## src/wdt_pkg.sv

```systemverilog
// Constants and state type for the watchdog and reset controller
// Contract
// - Five sources hold the MPU in reset
// - Pin or supply fault halts digital logic
// - Pin or supply fault clears configuration space
// - Overflow resets the MPU briefly
// - Restart follows after 4100 crystal cycles
// - Overflow sets the battery-held overflow flag
// - Reset pin clears the overflow flag
// - Crystal stop sets flag, resets on resume
// - No internal state can disable watchdog
// - Disabling also drops supply fault detection
// - Writing refresh bit restarts the count
// - Wake low or emulator command restarts
// - Supply above threshold keeps logic running
// - Crystal clock is the time base
package wdt_pkg;

  // Time base and bus clock rates
  localparam int HCLK_HZ        = 20_000_000;
  localparam int XTAL_HZ        = 32768;
  // Watchdog period in its own unit
  localparam int WDT_PERIOD_MS  = 1500;
  localparam int WDT_TICKS_DEF  = XTAL_HZ * WDT_PERIOD_MS / 1000;
  // Crystal cycles from overflow to restart
  localparam int REL_TICKS_DEF  = 4100;
  // Crystal period in bus cycles, rounded down
  localparam int XTAL_PER_CYC   = HCLK_HZ / XTAL_HZ;
  // Slow crystal: no edge for two nominal periods
  localparam int MON_LIMIT_DEF  = 2 * XTAL_PER_CYC;

  // Counter widths
  localparam int WD_W           = 16;
  localparam int REL_W          = 13;
  localparam int MON_W          = 12;

  // Register byte addresses
  localparam logic [31:0] OFF_CTRL  = 32'h0000_0000;
  localparam logic [31:0] OFF_STAT  = 32'h0000_0004;
  localparam logic [31:0] OFF_MASK  = 32'h0000_0008;
  localparam logic [31:0] OFF_COUNT = 32'h0000_000c;
  localparam logic [31:0] CFG_INDEX = 32'h0000_2002;
  localparam logic [31:0] OFF_CFG   = 32'(CFG_INDEX * 4);

  // Field positions
  localparam int REFRESH_BIT    = 0;
  localparam int FLAG_BIT       = 2;
  localparam int EV_OVF_BIT     = 0;
  localparam int EV_FAULT_BIT   = 1;

  // Reset values
  localparam logic [1:0] IRQ_RST = 2'h0;

  // Emulator command that refreshes the watchdog
  localparam logic [7:0] EMU_CMD_REFRESH = 8'h14;

  // Watchdog sequencer states
  typedef enum logic [2:0] {
    ST_RUN   = 3'b001,
    ST_REL   = 3'b010,
    ST_FAULT = 3'b100
  } wdt_state_type;

endpackage

```

## src/hw_watchdog_reset_control.sv

```systemverilog
// Watchdog, crystal monitor and reset control with AHB-Lite registers
//
// Decided for this implementation: the AHB-Lite interface to the registers and the register addresses.
`timescale 1ns/1ps
module hw_watchdog_reset_control #(
  parameter int WDT_TICKS = wdt_pkg::WDT_TICKS_DEF,
  parameter int REL_TICKS = wdt_pkg::REL_TICKS_DEF,
  parameter int MON_LIMIT = wdt_pkg::MON_LIMIT_DEF
) (
  // Bus clock and power-on reset
  input  wire logic        hclk,
  input  wire logic        hresetn,
  // AHB-Lite slave
  input  wire logic        hsel,
  input  wire logic [31:0] haddr,
  input  wire logic [1:0]  htrans,
  input  wire logic        hwrite,
  input  wire logic [2:0]  hsize,
  input  wire logic [31:0] hwdata,
  input  wire logic        hready,
  output logic      [31:0] hrdata,
  output logic             hreadyout,
  output logic             hresp,
  // Reset and supply sources
  input  wire logic        ext_reset_in_n,
  input  wire logic        emu_reset_in_n,
  input  wire logic        supply_sense_below_bias,
  input  wire logic        supply_sense_at_main_rail,
  // Time base and refresh sources
  input  wire logic        crystal_clock,
  input  wire logic        wake,
  input  wire logic        emu_cmd_valid,
  input  wire logic [7:0]  emu_cmd,
  // Reset and interrupt outputs
  output logic             mpu_reset_n,
  output logic             digital_halt,
  output logic             irq
);

  // Parameter limits set by the fixed counter widths
  generate
    if (WDT_TICKS < 2 || WDT_TICKS > 65536 ||
        REL_TICKS < 1 || REL_TICKS > 8192 ||
        MON_LIMIT < 4 || MON_LIMIT > 4096) begin : g_bad
      $error("watchdog parameter out of range");
    end
  endgenerate

  // Terminal values of the counters
  localparam logic [15:0] WDT_LAST = 16'(WDT_TICKS - 1);
  localparam logic [12:0] REL_LAST = 13'(REL_TICKS - 1);
  localparam logic [11:0] MON_LAST = 12'(MON_LIMIT - 1);

  // Supply comparator, watchdog disable and reset nets
  wire wd_disable = supply_sense_at_main_rail;            // Debug only
  wire supply_low = supply_sense_below_bias & ~wd_disable;
  // Pin and supply act asynchronously; glitches reset too
  wire core_rst_n = hresetn & ext_reset_in_n & ~supply_low;
  // Battery-held flag survives a supply drop, not the pin
  wire flag_rst_n = hresetn & ext_reset_in_n;

  // Crystal synchroniser and edge detect
  logic xs1_q;           // First stage, read only by xs2_q
  logic xs2_q;           // Second stage
  logic xs3_q;           // Delayed copy for edge detect
  wire  tick;            // One bus cycle per crystal rising edge

  // Watchdog state
  wdt_pkg::wdt_state_type st_q;
  wdt_pkg::wdt_state_type st_d;
  logic [15:0] wd_q;     // Crystal ticks since last refresh
  logic [15:0] wd_d;
  logic [12:0] rel_q;    // Ticks spent in the release delay
  logic [12:0] rel_d;
  logic [11:0] mon_q;    // Bus cycles since last crystal edge
  logic [11:0] mon_d;
  logic        pend_q;   // Refresh write waiting for a tick
  logic        pend_d;
  logic        flag_q;   // Overflow flag
  logic        flag_d;

  // Register file
  logic [1:0]  irq_st_q; // Sticky events
  logic [1:0]  irq_st_d;
  logic [1:0]  irq_mk_q; // Event mask
  logic [31:0] rd_q;     // Read data for the data phase
  logic        w_ctrl_q; // Data-phase write selects
  logic        w_stat_q;
  logic        w_mask_q;
  logic        w_cfg_q;

  // Crystal edge seen in the bus domain
  assign tick = xs2_q & ~xs3_q;

  // Synchroniser runs from power-on so the monitor sees the crystal
  always_ff @(posedge hclk or negedge hresetn) begin
    if (!hresetn) begin
      xs1_q <= 1'b0;
      xs2_q <= 1'b0;
      xs3_q <= 1'b0;
    end else begin
      xs1_q <= crystal_clock;
      xs2_q <= xs1_q;
      xs3_q <= xs2_q;
    end
  end

  // Crystal monitor: saturating count between edges
  wire mon_hit  = ~tick & (mon_q == MON_LAST);
  wire fault_ev = mon_hit & (st_q != wdt_pkg::ST_FAULT);
  assign mon_d  = tick ? 12'h000 :
                  (mon_q == MON_LAST) ? mon_q : 12'(mon_q + 12'h001);

  // Refresh sources; wake is a level, command a strobe
  wire emu_hit  = emu_cmd_valid & (emu_cmd == wdt_pkg::EMU_CMD_REFRESH);
  wire refr_wr  = w_ctrl_q & hwdata[wdt_pkg::REFRESH_BIT];
  // Bus write is held until the next crystal edge consumes it
  assign pend_d = refr_wr | (pend_q & ~tick);
  // Sense pin at the rail is the only disable; it parks the count at
  // zero, so no register bit can ever stop an overflow
  wire wd_clr   = (pend_q & tick) | ~wake | emu_hit |
                  wd_disable;

  // Overflow at the terminal count; nothing in software gates it
  wire in_run = (st_q == wdt_pkg::ST_RUN);
  wire ovf = in_run & tick & ~wd_clr & (wd_q == WDT_LAST);
  wire rel_done = (st_q == wdt_pkg::ST_REL) & tick & (rel_q == REL_LAST);

  // Watchdog counter: zero outside run, on refresh and on overflow
  assign wd_d = (!in_run || wd_clr || ovf) ? 16'h0000 :
                tick ? 16'(wd_q + 16'h0001) : wd_q;

  // Release delay counter
  assign rel_d = (st_q != wdt_pkg::ST_REL) ? 13'h0000 :
                 tick ? 13'(rel_q + 13'h0001) : rel_q;

  // Sequencer: run, hold in release, or wait for the crystal
  always_comb begin
    st_d = st_q;
    case (st_q)
      wdt_pkg::ST_RUN: begin
        if (mon_hit) begin
          st_d = wdt_pkg::ST_FAULT;
        end else if (ovf) begin
          st_d = wdt_pkg::ST_REL;
        end
      end
      wdt_pkg::ST_REL: begin
        if (mon_hit) begin
          st_d = wdt_pkg::ST_FAULT;
        end else if (rel_done) begin
          st_d = wdt_pkg::ST_RUN;
        end
      end
      wdt_pkg::ST_FAULT: begin
        // Crystal back: full restart through the release delay
        if (tick) begin
          st_d = wdt_pkg::ST_REL;
        end
      end
      default: begin
        st_d = wdt_pkg::ST_RUN;
      end
    endcase
  end

  // Watchdog registers, halted with the rest of the logic
  always_ff @(posedge hclk or negedge core_rst_n) begin
    if (!core_rst_n) begin
      st_q   <= wdt_pkg::ST_RUN;
      wd_q   <= 16'h0000;
      rel_q  <= 13'h0000;
      mon_q  <= 12'h000;
      pend_q <= 1'b0;
    end else begin
      st_q   <= st_d;
      wd_q   <= wd_d;
      rel_q  <= rel_d;
      mon_q  <= mon_d;
      pend_q <= pend_d;
    end
  end

  // Overflow flag: set wins over a firmware clear in the same cycle
  wire flag_set = ovf | fault_ev;
  wire flag_clr = w_cfg_q & ~hwdata[wdt_pkg::FLAG_BIT];
  assign flag_d = flag_set | (flag_q & ~flag_clr);

  // Flag lives on its own reset so a supply drop keeps it
  always_ff @(posedge hclk or negedge flag_rst_n) begin
    if (!flag_rst_n) begin
      flag_q <= 1'b0;
    end else begin
      flag_q <= flag_d;
    end
  end

  // Address-phase decode
  wire ahb_go = hsel & hready & htrans[1];
  wire a_ctrl = (haddr == wdt_pkg::OFF_CTRL);
  wire a_stat = (haddr == wdt_pkg::OFF_STAT);
  wire a_mask = (haddr == wdt_pkg::OFF_MASK);
  wire a_cnt  = (haddr == wdt_pkg::OFF_COUNT);
  wire a_cfg  = (haddr == wdt_pkg::OFF_CFG);
  wire go_wr  = ahb_go & hwrite;
  wire go_rd  = ahb_go & ~hwrite;

  // Read mux; unmapped addresses and the refresh bit read zero
  wire [31:0] cfg_word = 32'(flag_q) << wdt_pkg::FLAG_BIT;
  wire [31:0] cnt_word = {3'h0, rel_q, wd_q};
  wire [31:0] rd_mux = a_stat ? {30'h0, irq_st_q} :
                       a_mask ? {30'h0, irq_mk_q} :
                       a_cnt  ? cnt_word :
                       a_cfg  ? cfg_word : 32'h0000_0000;

  // Sticky events; a write of one clears, a new event wins
  wire [1:0] ev  = {fault_ev, ovf};
  wire [1:0] w1c = w_stat_q ? hwdata[1:0] : 2'h0;
  assign irq_st_d = ev | (irq_st_q & ~w1c);

  // Bus side registers, cleared by pin or supply fault
  always_ff @(posedge hclk or negedge core_rst_n) begin
    if (!core_rst_n) begin
      w_ctrl_q <= 1'b0;
      w_stat_q <= 1'b0;
      w_mask_q <= 1'b0;
      w_cfg_q  <= 1'b0;
      rd_q     <= 32'h0000_0000;
      irq_st_q <= wdt_pkg::IRQ_RST;
      irq_mk_q <= wdt_pkg::IRQ_RST;
    end else begin
      w_ctrl_q <= go_wr & a_ctrl;
      w_stat_q <= go_wr & a_stat;
      w_mask_q <= go_wr & a_mask;
      w_cfg_q  <= go_wr & a_cfg;
      rd_q     <= go_rd ? rd_mux : rd_q;
      irq_st_q <= irq_st_d;
      irq_mk_q <= w_mask_q ? hwdata[1:0] : irq_mk_q;
    end
  end

  // Zero-wait slave; the size is not checked, words only
  assign hrdata    = rd_q;
  assign hreadyout = 1'b1;
  assign hresp     = 1'b0;

  // Reset outputs and interrupt
  assign mpu_reset_n = ext_reset_in_n & emu_reset_in_n &
                       ~supply_low & in_run;
  assign digital_halt = ~ext_reset_in_n | supply_low;
  assign irq = |(irq_st_q & irq_mk_q);
endmodule

```

## config.mk

```make
export PLATFORM = sky130hd
export DESIGN_NAME = hw_watchdog_reset_control
export DESIGN_NICKNAME = d
export VERILOG_FILES = /design/src/wdt_pkg.sv /design/src/hw_watchdog_reset_control.sv
export SDC_FILE = /design/constraint.sdc
export NUM_CORES = 1
export LEC_CHECK = 0
export BUFFER_PORTS_ARGS = -buffer_cell sky130_fd_sc_hd__clkbuf_2
export CORE_AREA = 2 2 111 70
export CTS_BUF_LIST = sky130_fd_sc_hd__clkbuf_4 sky130_fd_sc_hd__clkbuf_8
export CTS_CLUSTER_SIZE = 28
export DETAILED_ROUTE_END_ITERATION = 12
export DIE_AREA = 0 0 113 72
export PLACE_DENSITY_LB_ADDON = 0.05
export SLEW_MARGIN = 20
export SYNTH_ARGS = -nofsm -noshare
export SYNTH_HDL_FRONTEND = slang
export SYNTH_SLANG_ARGS = --single-unit
```

## constraint.sdc

```tcl
create_clock -name hclk -period 5.45 [get_ports hclk]
set_clock_uncertainty 0.15 [all_clocks]
set_input_delay 0.545 -clock hclk [delete_from_list [all_inputs] [get_ports hclk]]
set_output_delay 0.545 -clock hclk [all_outputs]
set_load 0.02 [all_outputs]
```

==> results by group <==
Final layout
  – ANT cells: 0
  – FILL cells: around 570
  – Share of cells above drive strength 1: 29.6%
  – Area grow syn2layout: 17.6%
  – Commonest non-fill, non-tap cell in the layout: clkbuf_2
  – Final nets: 547
  – Commonest non-fill, non-tap cells in the layout: clkbuf_2, dfrtp_1, nor2_1
  – Final instance area: 4630 um^2

Yosys
  – Largest family of logic cells by synthesized area: simple AND/OR/NAND/NOR gates
  – Yosys reg bits: 86
  – Top_reg_cell synth: dfrtp_1
  – Synth Instances: about 370
  – Unique cell type count in the Yosys netlist: 46
  – Average footprint of a synthesized cell: around 11 um^2
  – Synth Area in XOR/XNOR: just under 7%
  – Sequential area share after synthesis: 54.6%
  – Synthesized area: approximately 3900 um^2
  – Yosys synthesis warning count: 0
  – Post-synth EDFFs: 0
  – Post-Synth Adder-Cell Area: less than 1%
  – Post-synthesis mux area share: 1.65%
  – Synth Area in Compound Gates: a little under an eighth
  – Fraction of registers with async set/reset: 100%
  – Synth Area in Simple Gates: around a fifth

Hold path
  – Worst Hold Class: primary input to register

Critical path
  – WP data arrival: approximately 2.8 ns
  – Buf+Inv Stages, Crit Path: 2
  – CP max stage delay: about 0.77 ns
  – Worst Path Max Fanout: 14
  – Crit path cell chain: clkbuf_2 > nor4_1 > nand4_1 > or3_4 > nor4b_4 > buf_4 > a22o_1
  – CP Capture Type: register
  – CP required: 5.59 ns
  – CP delay by family, top: simple AND/OR/NAND/NOR gates
  – Critical Path Source Type: primary input
  – Slowest cell on the critical path: nor4b_4
  – Critical path class: primary input to register

Timing
  – Worst setup margin: between 2 and 3 ns
  – Slew of the pin with the lowest slew margin: 0.849 ns
  – Maximum clock rate: about 380 MHz
  – RSZ-0062 raised after global routing: no
  – Max Slew Vio Count: 0
  – Final setup viols: 0
  – Slew Limit Headroom: approximately 43%
  – Fin. Hold Viols: 0
  – Fin crit period: ~2.6 ns
  – Minimum hold slack: between 0.15 and 0.2 ns
  – Crit share post-route: 47.9%
  – TNS Setup: 0 ns

Placement
  – DP Area: 4420 um^2
  – Detailed-placement wirelength estimate: about 5.7 mm
  – GPL Wtd Cong: ~0.78
  – Pre-CTS setup slack: 2.48 ns
  – Port bufs: slightly below 90

Outcome
  – Failing checks: DRC
  – Outcome: finished with violations

Floorplanning
  – Die width: 113 um
  – Num rows: 24
  – Starting Density: a little under three fifths
  – Die area: a little over 8000 um^2
  – Die H: between 70 and 80 um
  – Boundary pin count: 126
  – Core area: between 7000 and 8000 um^2

CTS
  – Clk buf depth: 2
  – Root Buffer: clkbuf_8
  – Clock slew at the register clock pins of the worst setup and hold paths: 0.08 ns
  – H-tree depth: 3
  – CTS Buf Count: 9
  – Post-CTS Setup Inserts: 0
  – Clk_lat worst skew: approximately 0.35 ns
  – Clock tree from TritonCTS: yes
  – Clk sinks: 86
  – PostCTS Resize Cnt: 0

GRT
  – Vias in the first global route: 2917
  – First-pass GRT wire length: 13.9 mm
  – Gr ovfl total: 0
  – GRT Overall Usage: a little over a fifth
  – Initial antenna violation count: 0
  – Largest net degree at the start of global routing: 83

Power and ir drop
  – Static leakage: between 2 and 2.5 nW
  – Pwr Density: roughly 250 nW/um^2
  – Design Power: 1.14 mW
  – Worst IR Drop VDD: between 100 and 150 uV

Detailed routing
  – Post-DR vias/cell: around 5.5
  – WL/cell: around 14 um
  – Via count: 3029
  – Post-DRT Antenna Nets: 0
  – 1st-iter DRT viols: 268
  – Remaining DRCs: 3
  – TritonRoute pass-1 iters: 8
  – WL final: 7.88 mm

Run
  – Maxcap violations: 0
## cell type report
cell class | count | area [um^2] | area share [%]
timing repair buffer | 93 | 505 | 10.9
inverter | 8 | 30.0 | 0.648
clock buffer | 13 | 154 | 3.32
tap | 91 | 114 | 2.46
multi-input combinational | 257 | 1670 | 36.0
clock inverter | 2 | 10.0 | 0.216
sequential | 86 | 2150 | 46.5
## where the power goes
part | switching [mW] | internal [mW]
Sequential | 0.0113 | 0.649
Clock | 0.206 | 0.182
Combinational | 0.0485 | 0.0374
Total | 0.266 | 0.869
## worst reg2reg max path, delay by kind of cell, from the launching register on
kind          cells  cell delay [ns]
flops             1             0.41
simple gates      5             1.79
## Yosys cell counts, types with 3 or more instances
cell	n	area (um^2)
buf_4	5	37.5
inv_1	8	30.0
dfrtp_1	85	2130
nand2b_1	4	25.0
and2_1	3	18.8
a22o_1	11	96.3
and3_1	4	25.0
nand2_1	25	93.8
nand3_1	14	70.1
or3_1	6	37.5
o21ai_0	6	30.0
xnor2_1	13	114
nor4b_1	3	26.3
nand4b_1	4	35.0
nor3_1	11	55.1
nand4_1	10	62.6
mux2_2	4	45.0
nor2_1	45	169
nor4_1	11	68.8
xor2_1	18	158
clkbuf_1	11	41.3
a21oi_1	13	65.1
ha_1	3	37.5
a22o_2	19	190
## per-layer routing
| metal | vias up | share of wire (%) | global-route usage (%) |
|---|---|---|---|
| li1 | 1478 | - | - |
| met5 | - | 0 | 0 |
| met2 | 82 | 45 | 32.6 |
| met3 | 13 | 4.8 | 4.68 |
| met4 | 0 | 1.3 | 7.05 |
| met1 | 1456 | 49 | 31.1 |
## path summary, 6_finish.rpt
| path | from | endpoint | slack [ns] | cells past startpoint |
|---|---|---|---|---|
| max | haddr[10] | hrdata[5] | 2.84 | 7 |
| max reg2reg | xs3_q | wd_q[6] | 2.97 | 5 |
| min in group asynchronous | supply_sense_at_main_rail | hrdata[28] | 0.24 | 3 |
| max in group asynchronous | ext_reset_in_n | st_q[0] | 3.74 | 5 |
| min | crystal_clock | xs1_q | 0.15 | 1 |
| min reg2reg | xs1_q | xs2_q | 0.22 | 0 |
## flip-flops by register name (all words and copies together), names as in the netlist, 2 cells and up
name,cells
irq_st_q,2
st_q,3
rel_q,13
mon_q,12
wd_q,16
hrdata,29
irq_mk_q,2
## cell families (layout without fill, tap and decap cells)
kind of cell,after synthesis,count (layout)
AOI/OAI and AO/OA,58,58
and+or+nand+nor,154,154
muxes,6,6
adders and majority gates,3,3
DFF,86,86
other,2,5
buffers and inverters,27,116
xor gates and xnor gates,31,31
## through the flow
step,util [%],std cells
2_1_floorplan,-,370
3_5_place_dp,62.4,532
6_report,65.4,550
3_3_place_gp,62.4,532
4_1_cts,65.0,549
5_1_grt,65.4,550
## repair_timing
item	4_1_cts	5_1_grt
endpoints found under the hold margin	4	0
setup endpoints to repair	0	0
hold buffers	2	0
Note: power is estimated with default switching activity, not from simulation.
